File: src/logic/pslp_pkg.sv
// Constants shared by the strap latch and status LED logic.
// Assumes a 32-bit APB register window and a 20 MHz system clock.
package pslp_pkg;

   // Clock rate and the visible activity blink time.
   localparam int unsigned CLK_HZ = 20000000;
   localparam int unsigned ACT_BLINK_MS = 20;
   localparam int unsigned ACT_BLINK_CYC = CLK_HZ / 1000 * ACT_BLINK_MS;

   // Register byte offsets.
   localparam logic [7:0] CTRL_OFS = 8'h00;
   localparam logic [7:0] STRAP_OFS = 8'h04;
   localparam logic [7:0] STATUS_OFS = 8'h08;
   localparam logic [7:0] LEDCFG_OFS = 8'h0c;

   // Basic control register field positions.
   localparam int unsigned CTRL_SPEED_BIT = 13;
   localparam int unsigned CTRL_ANEG_BIT = 12;
   localparam int unsigned CTRL_DUPLEX_BIT = 8;
   localparam logic [15:0] CTRL_WR_MASK = 16'h3100;

   // Strap register field positions.
   localparam int unsigned STRAP_ADDR_LSB = 0;
   localparam int unsigned STRAP_BTB_BIT = 5;
   localparam int unsigned STRAP_RMII_BIT = 6;

   // Status register field positions.
   localparam int unsigned STAT_LINK_BIT = 0;
   localparam int unsigned STAT_SPD_BIT = 1;
   localparam int unsigned STAT_FDX_BIT = 2;
   localparam int unsigned STAT_COL_BIT = 3;
   localparam int unsigned STAT_LED_LSB = 4;

   // Reset values.
   localparam logic [15:0] CTRL_RST = 16'h3100;
   localparam logic [4:0] STATION_ADDR_RST = 5'h01;
   localparam logic LEDCFG_RST = 1'b0;

endpackage : pslp_pkg

File: src/logic/pslp_led_if.sv
// Carrier between the strap latch top and the LED driver.
// Assumes both ends run on the same clock.
`timescale 1ns/10ps
interface pslp_led_if;
   logic link_up;
   logic activity;
   logic speed_100;
   logic full_duplex;
   logic collision;
   logic leds_off;
   logic [3:0] led_level;

   modport ctl
   (
      output link_up,
      output activity,
      output speed_100,
      output full_duplex,
      output collision,
      output leds_off,
      input led_level
   );

   modport drv
   (
      input link_up,
      input activity,
      input speed_100,
      input full_duplex,
      input collision,
      input leds_off,
      output led_level
   );
endinterface : pslp_led_if

File: src/logic/pslp_led_drive.sv
// Status LED driver: link/activity, speed, duplex and collision levels.
// Assumes status inputs are synchronous to mclk; LEDs are active low.
`timescale 1ns/10ps
module pslp_led_drive
   import pslp_pkg::*;
#(
   parameter int unsigned BLINK_CYC = ACT_BLINK_CYC
)
(
   input wire logic mclk,
   input wire logic sys_rst,
   pslp_led_if.drv led
);

   initial
   begin
      if (BLINK_CYC < 1)
         $error("BLINK_CYC must be at least one cycle.");
   end

   localparam int unsigned CW = $clog2(BLINK_CYC + 1);

   logic [CW-1:0] blink_cnt_reg;
   logic [CW-1:0] blink_cnt_next;
   logic blink_reg;
   logic act_seen_reg;
   logic blink_tick;
   logic [3:0] level_next;
   logic [3:0] level_reg;

   // The divider runs freely and the blink only toggles at its tick after activity was seen, so a busy link blinks
   // at a visible rate instead of flickering at frame rate.
   assign blink_tick = (blink_cnt_reg == CW'(BLINK_CYC - 1));
   assign blink_cnt_next = blink_tick ? '0 : blink_cnt_reg + 1'b1;

   always_ff @(posedge mclk)
   begin
      if (sys_rst)
      begin
         blink_cnt_reg <= '0;
         blink_reg <= 1'b0;
         act_seen_reg <= 1'b0;
      end
      else
      begin
         blink_cnt_reg <= blink_cnt_next;
         act_seen_reg <= (act_seen_reg & ~blink_tick) | led.activity;
         if (blink_tick)
            blink_reg <= act_seen_reg & ~blink_reg;
      end
   end

   // Pin levels: high means off, low means on.
   assign level_next[0] = led.leds_off | ~led.link_up | blink_reg;
   assign level_next[1] = led.leds_off | ~led.speed_100;
   assign level_next[2] = led.leds_off | ~led.full_duplex;
   assign level_next[3] = led.leds_off | ~led.collision;

   always_ff @(posedge mclk)
   begin
      if (sys_rst)
         level_reg <= 4'hf;
      else
         level_reg <= level_next;
   end

   assign led.led_level = level_reg;

endmodule : pslp_led_drive

File: src/logic/pslp_strap_top.sv
// Strap latch and dual-use pin control for a 10/100 transceiver.
// Assumes pad pulls sit outside; pins are synchronous to mclk.
//
// How it works
// - Pull-up pins are inputs in reset, outputs after.
// - Interrupt pin level latched as station_addr_bit0.
// - Unstrapped station address defaults to 00001.
// - Reduced mode latches carrier pin as back_to_back.
// - speed_led level latched into control bit 13.
// - speed_led high at 10, low at 100.
// - duplex_led level latched into control bit 8.
// - duplex_led high half duplex, low full duplex.
// - collision_led level latched into control bit 12.
//
// Decided for this implementation: the APB register port and the register addresses.
`timescale 1ns/10ps
module pslp_strap_top
   import pslp_pkg::*;
#(
   parameter int unsigned BLINK_CYC = ACT_BLINK_CYC
)
(
   input wire logic mclk,
   input wire logic sys_rst,
   // APB slave.
   input wire logic psel,
   input wire logic penable,
   input wire logic pwrite,
   input wire logic [7:0] paddr,
   input wire logic [31:0] pwdata,
   output logic [31:0] prdata,
   output logic pready,
   output logic pslverr,
   // Dual-use pins: input, output, output enable.
   input wire logic event_alert_n_in,
   output logic event_alert_n_out,
   output logic event_alert_n_oe,
   input wire logic carrier_sense_in,
   output logic carrier_sense_out,
   output logic carrier_sense_oe,
   input wire logic [3:0] led_in,
   output logic [3:0] led_out,
   output logic [3:0] led_oe,
   // Other straps latched elsewhere but needed here.
   input wire logic [3:0] station_addr_hi_strap,
   input wire logic reduced_iface_select,
   // Core status.
   input wire logic link_up,
   input wire logic activity,
   input wire logic speed_100,
   input wire logic full_duplex,
   input wire logic collision,
   input wire logic carrier,
   input wire logic event_pending,
   // Latched configuration towards the core.
   output logic [4:0] station_addr,
   output logic reduced_iface_back_to_back,
   output logic speed_strap,
   output logic duplex_strap,
   output logic autoneg_enable_bit
);

   pslp_led_if led_bus ();

   logic [4:0] addr_reg;
   logic btb_reg;
   logic rmii_reg;
   logic [15:0] ctrl_reg;
   logic [15:0] ctrl_next;
   logic leds_off_reg;
   logic [31:0] rdata_reg;
   logic [31:0] rdata_next;
   logic setup_ph;
   logic wr_en;
   logic addr_ok;
   logic pins_out_reg;

   // A pin index of the LED group by name.
   localparam int unsigned LED_LNK = 0;
   localparam int unsigned LED_SPD = 1;
   localparam int unsigned LED_DUP = 2;
   localparam int unsigned LED_COL = 3;

   // Straps follow the pins for every cycle of reset and freeze at its
   // release, so the last level seen before release is the one kept.
   always_ff @(posedge mclk)
   begin
      if (sys_rst)
      begin
         addr_reg <= {station_addr_hi_strap, event_alert_n_in};
         rmii_reg <= reduced_iface_select;
         btb_reg <= reduced_iface_select & carrier_sense_in;
      end
   end

   // Control register: reset preset from the LED pins, then writable.
   always_ff @(posedge mclk)
   begin
      if (sys_rst)
      begin
         ctrl_reg <= CTRL_RST;
         ctrl_reg[CTRL_SPEED_BIT] <= led_in[LED_SPD];
         ctrl_reg[CTRL_DUPLEX_BIT] <= led_in[LED_DUP];
         ctrl_reg[CTRL_ANEG_BIT] <= led_in[LED_COL];
         leds_off_reg <= LEDCFG_RST;
      end
      else if (wr_en)
      begin
         if (paddr == CTRL_OFS)
            ctrl_reg <= ctrl_next;
         if (paddr == LEDCFG_OFS)
            leds_off_reg <= pwdata[0];
      end
   end

   assign ctrl_next = (ctrl_reg & ~CTRL_WR_MASK) |
                      (pwdata[15:0] & CTRL_WR_MASK);

   // Output enables come up one edge after release so strap sampling and
   // pin driving never overlap.
   always_ff @(posedge mclk)
   begin
      if (sys_rst)
         pins_out_reg <= 1'b0;
      else
         pins_out_reg <= 1'b1;
   end

   // Pull-up and pull-down pins float while in reset.
   assign event_alert_n_oe = pins_out_reg;
   assign carrier_sense_oe = pins_out_reg;
   assign led_oe = {4{pins_out_reg}};

   // Pin levels after reset; the LED driver holds all high in reset, which
   // also keeps the link LED pin away from its factory test level.
   assign event_alert_n_out = ~event_pending;
   assign carrier_sense_out = carrier;
   assign led_out = led_bus.led_level;

   // Status into the LED driver.
   assign led_bus.link_up = link_up;
   assign led_bus.activity = activity;
   assign led_bus.speed_100 = speed_100;
   assign led_bus.full_duplex = full_duplex;
   assign led_bus.collision = collision;
   assign led_bus.leds_off = leds_off_reg;

   pslp_led_drive #(
      .BLINK_CYC(BLINK_CYC)
   ) u_led (
      .mclk(mclk),
      .sys_rst(sys_rst),
      .led(led_bus)
   );

   // Latched configuration to the core.
   assign station_addr = addr_reg;
   assign reduced_iface_back_to_back = btb_reg;
   assign speed_strap = ctrl_reg[CTRL_SPEED_BIT];
   assign duplex_strap = ctrl_reg[CTRL_DUPLEX_BIT];
   assign autoneg_enable_bit = ctrl_reg[CTRL_ANEG_BIT];

   // APB decode: zero wait states, unmapped offsets answer with an error.
   assign setup_ph = psel & ~penable;
   assign addr_ok = (paddr == CTRL_OFS) | (paddr == STRAP_OFS) |
                    (paddr == STATUS_OFS) | (paddr == LEDCFG_OFS);
   assign wr_en = psel & penable & pwrite & addr_ok;
   assign pready = 1'b1;
   assign pslverr = psel & penable & ~addr_ok;

   // Read data is captured in the setup phase so it comes from a flop.
   always_comb
   begin
      rdata_next = 32'h0000_0000;
      case (paddr)
         CTRL_OFS: rdata_next[15:0] = ctrl_reg;
         STRAP_OFS:
         begin
            rdata_next[STRAP_ADDR_LSB +: 5] = addr_reg;
            rdata_next[STRAP_BTB_BIT] = btb_reg;
            rdata_next[STRAP_RMII_BIT] = rmii_reg;
         end
         STATUS_OFS:
         begin
            rdata_next[STAT_LINK_BIT] = link_up;
            rdata_next[STAT_SPD_BIT] = speed_100;
            rdata_next[STAT_FDX_BIT] = full_duplex;
            rdata_next[STAT_COL_BIT] = collision;
            rdata_next[STAT_LED_LSB +: 4] = led_bus.led_level;
         end
         LEDCFG_OFS: rdata_next[0] = leds_off_reg;
         default: rdata_next = 32'h0000_0000;
      endcase
   end

   always_ff @(posedge mclk)
   begin
      if (sys_rst)
         rdata_reg <= 32'h0000_0000;
      else if (setup_ph)
         rdata_reg <= rdata_next;
   end

   assign prdata = rdata_reg;

endmodule : pslp_strap_top

File: config.mk
export PLATFORM = sky130hd
export DESIGN_NAME = pslp_strap_top
export DESIGN_NICKNAME = d
export VERILOG_FILES = /design/src/logic/pslp_pkg.sv /design/src/logic/pslp_led_if.sv /design/src/logic/pslp_led_drive.sv /design/src/logic/pslp_strap_top.sv
export SDC_FILE = /design/constraint.sdc
export NUM_CORES = 1
export LEC_CHECK = 0
export BUFFER_PORTS_ARGS = -buffer_cell sky130_fd_sc_hd__buf_2
export CAP_MARGIN = 20
export CORE_ASPECT_RATIO = 2
export CORE_UTILIZATION = 40
export CTS_BUF_LIST = sky130_fd_sc_hd__clkbuf_16
export DETAILED_ROUTE_END_ITERATION = 10
export GPL_TIMING_DRIVEN = 0
export PLACE_DENSITY = 0.72
export SLEW_MARGIN = 25
export SYNTH_ARGS = -nofsm -noshare
export SYNTH_HDL_FRONTEND = slang
export SYNTH_SLANG_ARGS = --single-unit
export TNS_END_PERCENT = 1
File: constraint.sdc
create_clock -name mclk -period 6.8 [get_ports mclk]
set_input_delay 1.02 -clock mclk [delete_from_list [all_inputs] [get_ports mclk]]
set_output_delay 1.02 -clock mclk [all_outputs]
set_load 0.02 [all_outputs]
* After elaboration in Yosys (flattened, before gate mapping)
Cells that the tools add are included.
Widths: inputs -> output; s select.
** Word-level totals
- Register bits after elaboration :: 66
- Output and inout bits :: 55
- Word-level logic and storage cells :: 59
** Cells by class
- $add $sub $neg :: 1
- Equality and inequality tests :: 4
- Muxes and demuxes :: 8
- Bitwise operators :: 27
- Reduce and logical (&&, ||, !) cells :: 7
** Operators by type and width (number)
- $mux 14 :: 3
- $add 19x1->19 const B :: 1
- $eq 19x19->1 const B :: 1
- $pmux 6 s3 :: 1
- $eq 8x4->1 const B :: 2
- $or 16x14->16 :: 1
- $not 1->1 :: 9
- $or 1x1->1 :: 9
- $and 1x1->1 :: 8
- $eq 8x3->1 const B :: 1
- $logic_not 8->1 :: 1
- $mux 8 :: 1
- $reduce_and 2->1 :: 3
- $pmux 1 s4 :: 1
- $reduce_bool 2->1 :: 2
- $pmux 1 s2 :: 1
- $reduce_or 2->1 :: 1
- $mux 1 :: 1

* Longest topological paths before layout
- Word-level depth :: 7
- Depth in mapped cells :: 6
- Mapped depth without buffers :: 5

* Modules after synthesis
From an unflattened synthesis, not the netlist that was laid out.
** Second synthesis, totals
- Cell total of the unflattened synthesis :: 255
- Area total of the unflattened synthesis :: 2442.3 um2
** Modules (own cells, without submodules)
- pslp_strap_top :: instances 1, cells an instance 138, area each 1351.3 um2, sequential area each 580.6 um2
- pslp_led_drive :: instances 1, cells an instance 117, area each 1091.0 um2, sequential area each 500.5 um2

* Worst setup path after synthesis
No wires, ideal clock.
- Path type :: input to output
- Start point :: input paddr[1]
- End point :: output pslverr
- Arrival time :: 2.199 ns
- Setup slack :: 3.581 ns
- Stages on the path :: 4
- Path buffers :: 1
- Cell sequence :: or4_1 -> or2_1 -> clkbuf_1 -> and3_1
** Between the ends
- Word-level cells in the longest chain between the ends :: 6
** Ends and longest elaborated chain
- start, declared :: line pslp_strap_top.sv:29 : input wire logic [7:0] paddr,
- $eq 8x3->1 or $logic_not 8->1 (tied branches) :: line pslp_strap_top.sv:165 : assign addr_ok = (paddr == CTRL_OFS) | (paddr == STRAP_OFS) |
- $or 1x1->1 (2 in a row) :: line pslp_strap_top.sv:165
- $or 1x1->1 * :: line pslp_strap_top.sv:166 : (paddr == STATUS_OFS) | (paddr == LEDCFG_OFS);
- $not 1->1 * :: line pslp_strap_top.sv:169 : assign pslverr = psel & penable & ~addr_ok;
- $and 1x1->1 * :: line pslp_strap_top.sv:169
- end, declared :: line pslp_strap_top.sv:33 : output logic pslverr,
Every way passes the cells marked *; elsewhere a longest branch is shown, timed or not.

* Worst setup path after layout
Same ends and word-level chain as after synthesis.

==> impl_metrics.py <==
metrics = {
    "global_routing": {
        "grt_usage_pct": 17.5,
        "antenna_found_initial": 0,
        "overflow": 0,
        "grt_pass1_wl_mm": 7.48,
        "grt_max_degree": 15,
        "grt_pass1_vias": 1709,
    },
    "cts": {
        "cts_tree": "yes",
        "cts_made_buffers": 5,
        "ctsHoldBuffers": 0,
        "post-cts-setup-buffers": 0,
        "cts_buffer_depth": 2,
        "path_clk_slew_ns": 0.06,
        "clkSinkCount": 49,
        "cts-resized-gates": 0,
        "htree_levels": 2,
        "insertion_delay_ns": 0.28,
        "root_buffer": "clkbuf_16",
    },
    "finish": {
        "final_nets": 390,
        "num_antenna_cells": 0,
        "final_common_cell": "buf_2",
        "areaGrowthSynthToFinish_pct": 28.7,
        "largest_reg_flops": 19,
        "final_cell_mix": "buf_2, dfxtp_1, buf_4",
        "layout-drive-gt1-share_pct": 33.6,
        "fillCellCount": 512,
    },
    "power_and_ir_drop": {
        "finalPower_uw": 637,
        "ir_drop_mv": 0.154,
        "p_leak_uw": 0.00123,
        "p_per_area_nw_per_um2": 222,
    },
    "min_path": {
        "worstHoldPathType": "flop to flop",
        "hold_end": "prdata[7]",
        "min_path_cells": 2,
        "min_from": "prdata[7]",
    },
    "timing": {
        "setup_viol": 0,
        "min_period_over_period_pct": 52.1,
        "hold_violations": 0,
        "finalCriticalPeriod_ns": 3.54,
        "max-slew-margin-rel_pct": 51.2,
        "clock_skew_ns": 0.00543,
        "tns_ns": 0,
        "report.final.slew_viol_count": 0,
        "rsz0062_at_grt": "false",
        "tightestPinTransition_ns": 0.726,
        "clock.fmax_ghz": 0.282,
    },
    "synthesis": {
        "synth_top_area_share_pct": 35.0,
        "ys_seq_area_share_pct": 48.5,
        "syn_inst": 234,
        "avgSynthCellArea_um2": 9.52,
        "ys_ff_latch": 49,
        "synth_area_um2": 2230,
        "ys_types": 41,
        "ys_warn_count": 0,
        "synth_edf_count": 10,
        "async_flop_share_pct": 0,
        "yosysTopAreaCell": "dfxtp_1",
        "yosys-top-cells-area": "dfxtp_1, edfxtp_1, buf_4, xnor2_1, or3_1",
        "synth_ff_type": "dfxtp_1",
    },
    "worst_setup_path": {
        "path_max_fanout": 10,
        "crit_chain": "buf_2 > or4_1 > or2_1 > clkbuf_1 > and3_1 > buf_2",
        "endpoint_kind": "output port",
        "cpMostUsedCell": "buf_2",
        "cp-start-kind": "primary input",
        "criticalPathCategory": "primary input to output port",
        "r2r.worst_path.cells": 6,
        "reg2reg_to": "u_led.blink_cnt_reg[14]",
        "required_ns": 5.78,
        "critPathTopFamily": "simple AND/OR/NAND/NOR gates",
        "crit_slowest_cell": "or4_1",
        "critPathBufInv": 3,
        "timing.rr.start": "u_led.blink_cnt_reg[0]",
        "max_stage_delay_ns": 0.54,
        "arrival_ns": 2.52,
        "r2r_slack_ns": 4.54,
    },
    "job": {
        "max_cap_violations": 0,
    },
    "route": {
        "drt_pre_antenna_iters": 4,
        "first_iter_violations": 34,
        "vias": 1895,
        "wire_per_inst_um": 12.1,
        "wl_mm": 4.70,
        "ant_nets": 0,
        "drcViolationCount": 0,
        "via_per_inst": 4.90,
    },
    "floorplanning": {
        "io_pins": 118,
        "coreArea_um2": 5370,
        "die_y_um": 108,
        "rows": 38,
        "die_w_um": 54.8,
        "die_area_um2": 5890,
        "initial_core_util_pct": 41.5,
    },
    "status": {
        "status": "finished, final reports clean",
    },
    "placement": {
        "post-dp-hpwl_mm": 3.79,
        "port_buffers": 70,
        "gp_congestion": 0.864,
    },
}
-- per-stage QoR --
| stage | instances | hold WS, ns | setup slack, ns | utilization, % | instance area, um^2 |
|---|---|---|---|---|---|
| floorplan | 249 | 0.421 | 3.58 | - | 2280 |
| global placement | 379 | 0.437 | 3.24 | 50.4 | 2710 |
| detailed placement | 379 | 0.440 | 3.24 | 50.4 | 2710 |
| CTS | 387 | 0.449 | 3.23 | 53.4 | 2870 |
| global route | 387 | 0.459 | 3.15 | 53.4 | 2870 |
| finish | 387 | 0.447 | 3.26 | 53.4 | 2870 |
-- cell families after synthesis --
kind of cell,synth area share [%]
adders and majority gates,0.561
and+or+nand+nor,22.6
AOI/OAI and AO/OA,10.3
muxes,0.955
other,0.337
xor gates and xnor gates,5.11
buffers and inverters,11.6
DFF,48.5
-- worst max-delay path by stage --
stage / startpoint / to / slack [ns] / cells after the start
after global placement: paddr[1] / pslverr / 3.24 / 6
after global routing: paddr[1] / pslverr / 3.15 / 6
final: paddr[1] / pslverr / 3.26 / 6
after detailed placement: paddr[1] / pslverr / 3.24 / 6
after CTS: paddr[1] / pslverr / 3.23 / 6
after floorplan: paddr[1] / pslverr / 3.58 / 4
-- worst register-to-register path: stages, from the launching register on --
cell	delay (ns)
dfxtp_1	0.39
ha_1	0.16
clkbuf_1	0.27
nand4_1	0.27
o21ai_1	0.65
buf_2	0.34
nor2_1	0.07
-- Yosys cell counts, types with 2 or more instances --
master	instances
a21oi_1	12
a22o_1	6
a22oi_1	7
and2_1	3
and3_1	3
buf_2	2
buf_4	27
clkbuf_1	7
conb_1	2
dfxtp_1	39
edfxtp_1	10
inv_1	5
nand2_1	17
nand3_1	10
nand4_1	4
nor2_1	18
nor2b_1	2
nor3_1	5
nor4_1	4
o31ai_1	4
or2_2	2
or3_1	11
or4_1	5
xnor2_1	8
xor2_1	5
-- power breakdown --
part	switching, uW	internal [uW]	total, uW
combinational	40.2	28.0	68.3
clock	102	156	258
sequential	5.18	306	311
-- area by class of cell --
class,count,area [um^2],share of cell area (%)
multi-input combinational,159,946,33.0
clock buffer,6,150,5.24
buffer,36,239,8.33
timing repair buffer,70,350,12.2
inverter,5,18.8,0.654
clock inverter,2,7.51,0.262
sequential,49,1080,37.7
tap,60,75.1,2.62
-- routing by layer --
metal  GRT usage (%)  up-vias  wire, um
met3            3.39       10       305
li1                -      962         -
met1            16.3      854      1600
met5               0        -         0
met4            9.71        0       130
met2            32.2       69      2660
No activity file was read; power rests on OpenSTA's default activity.
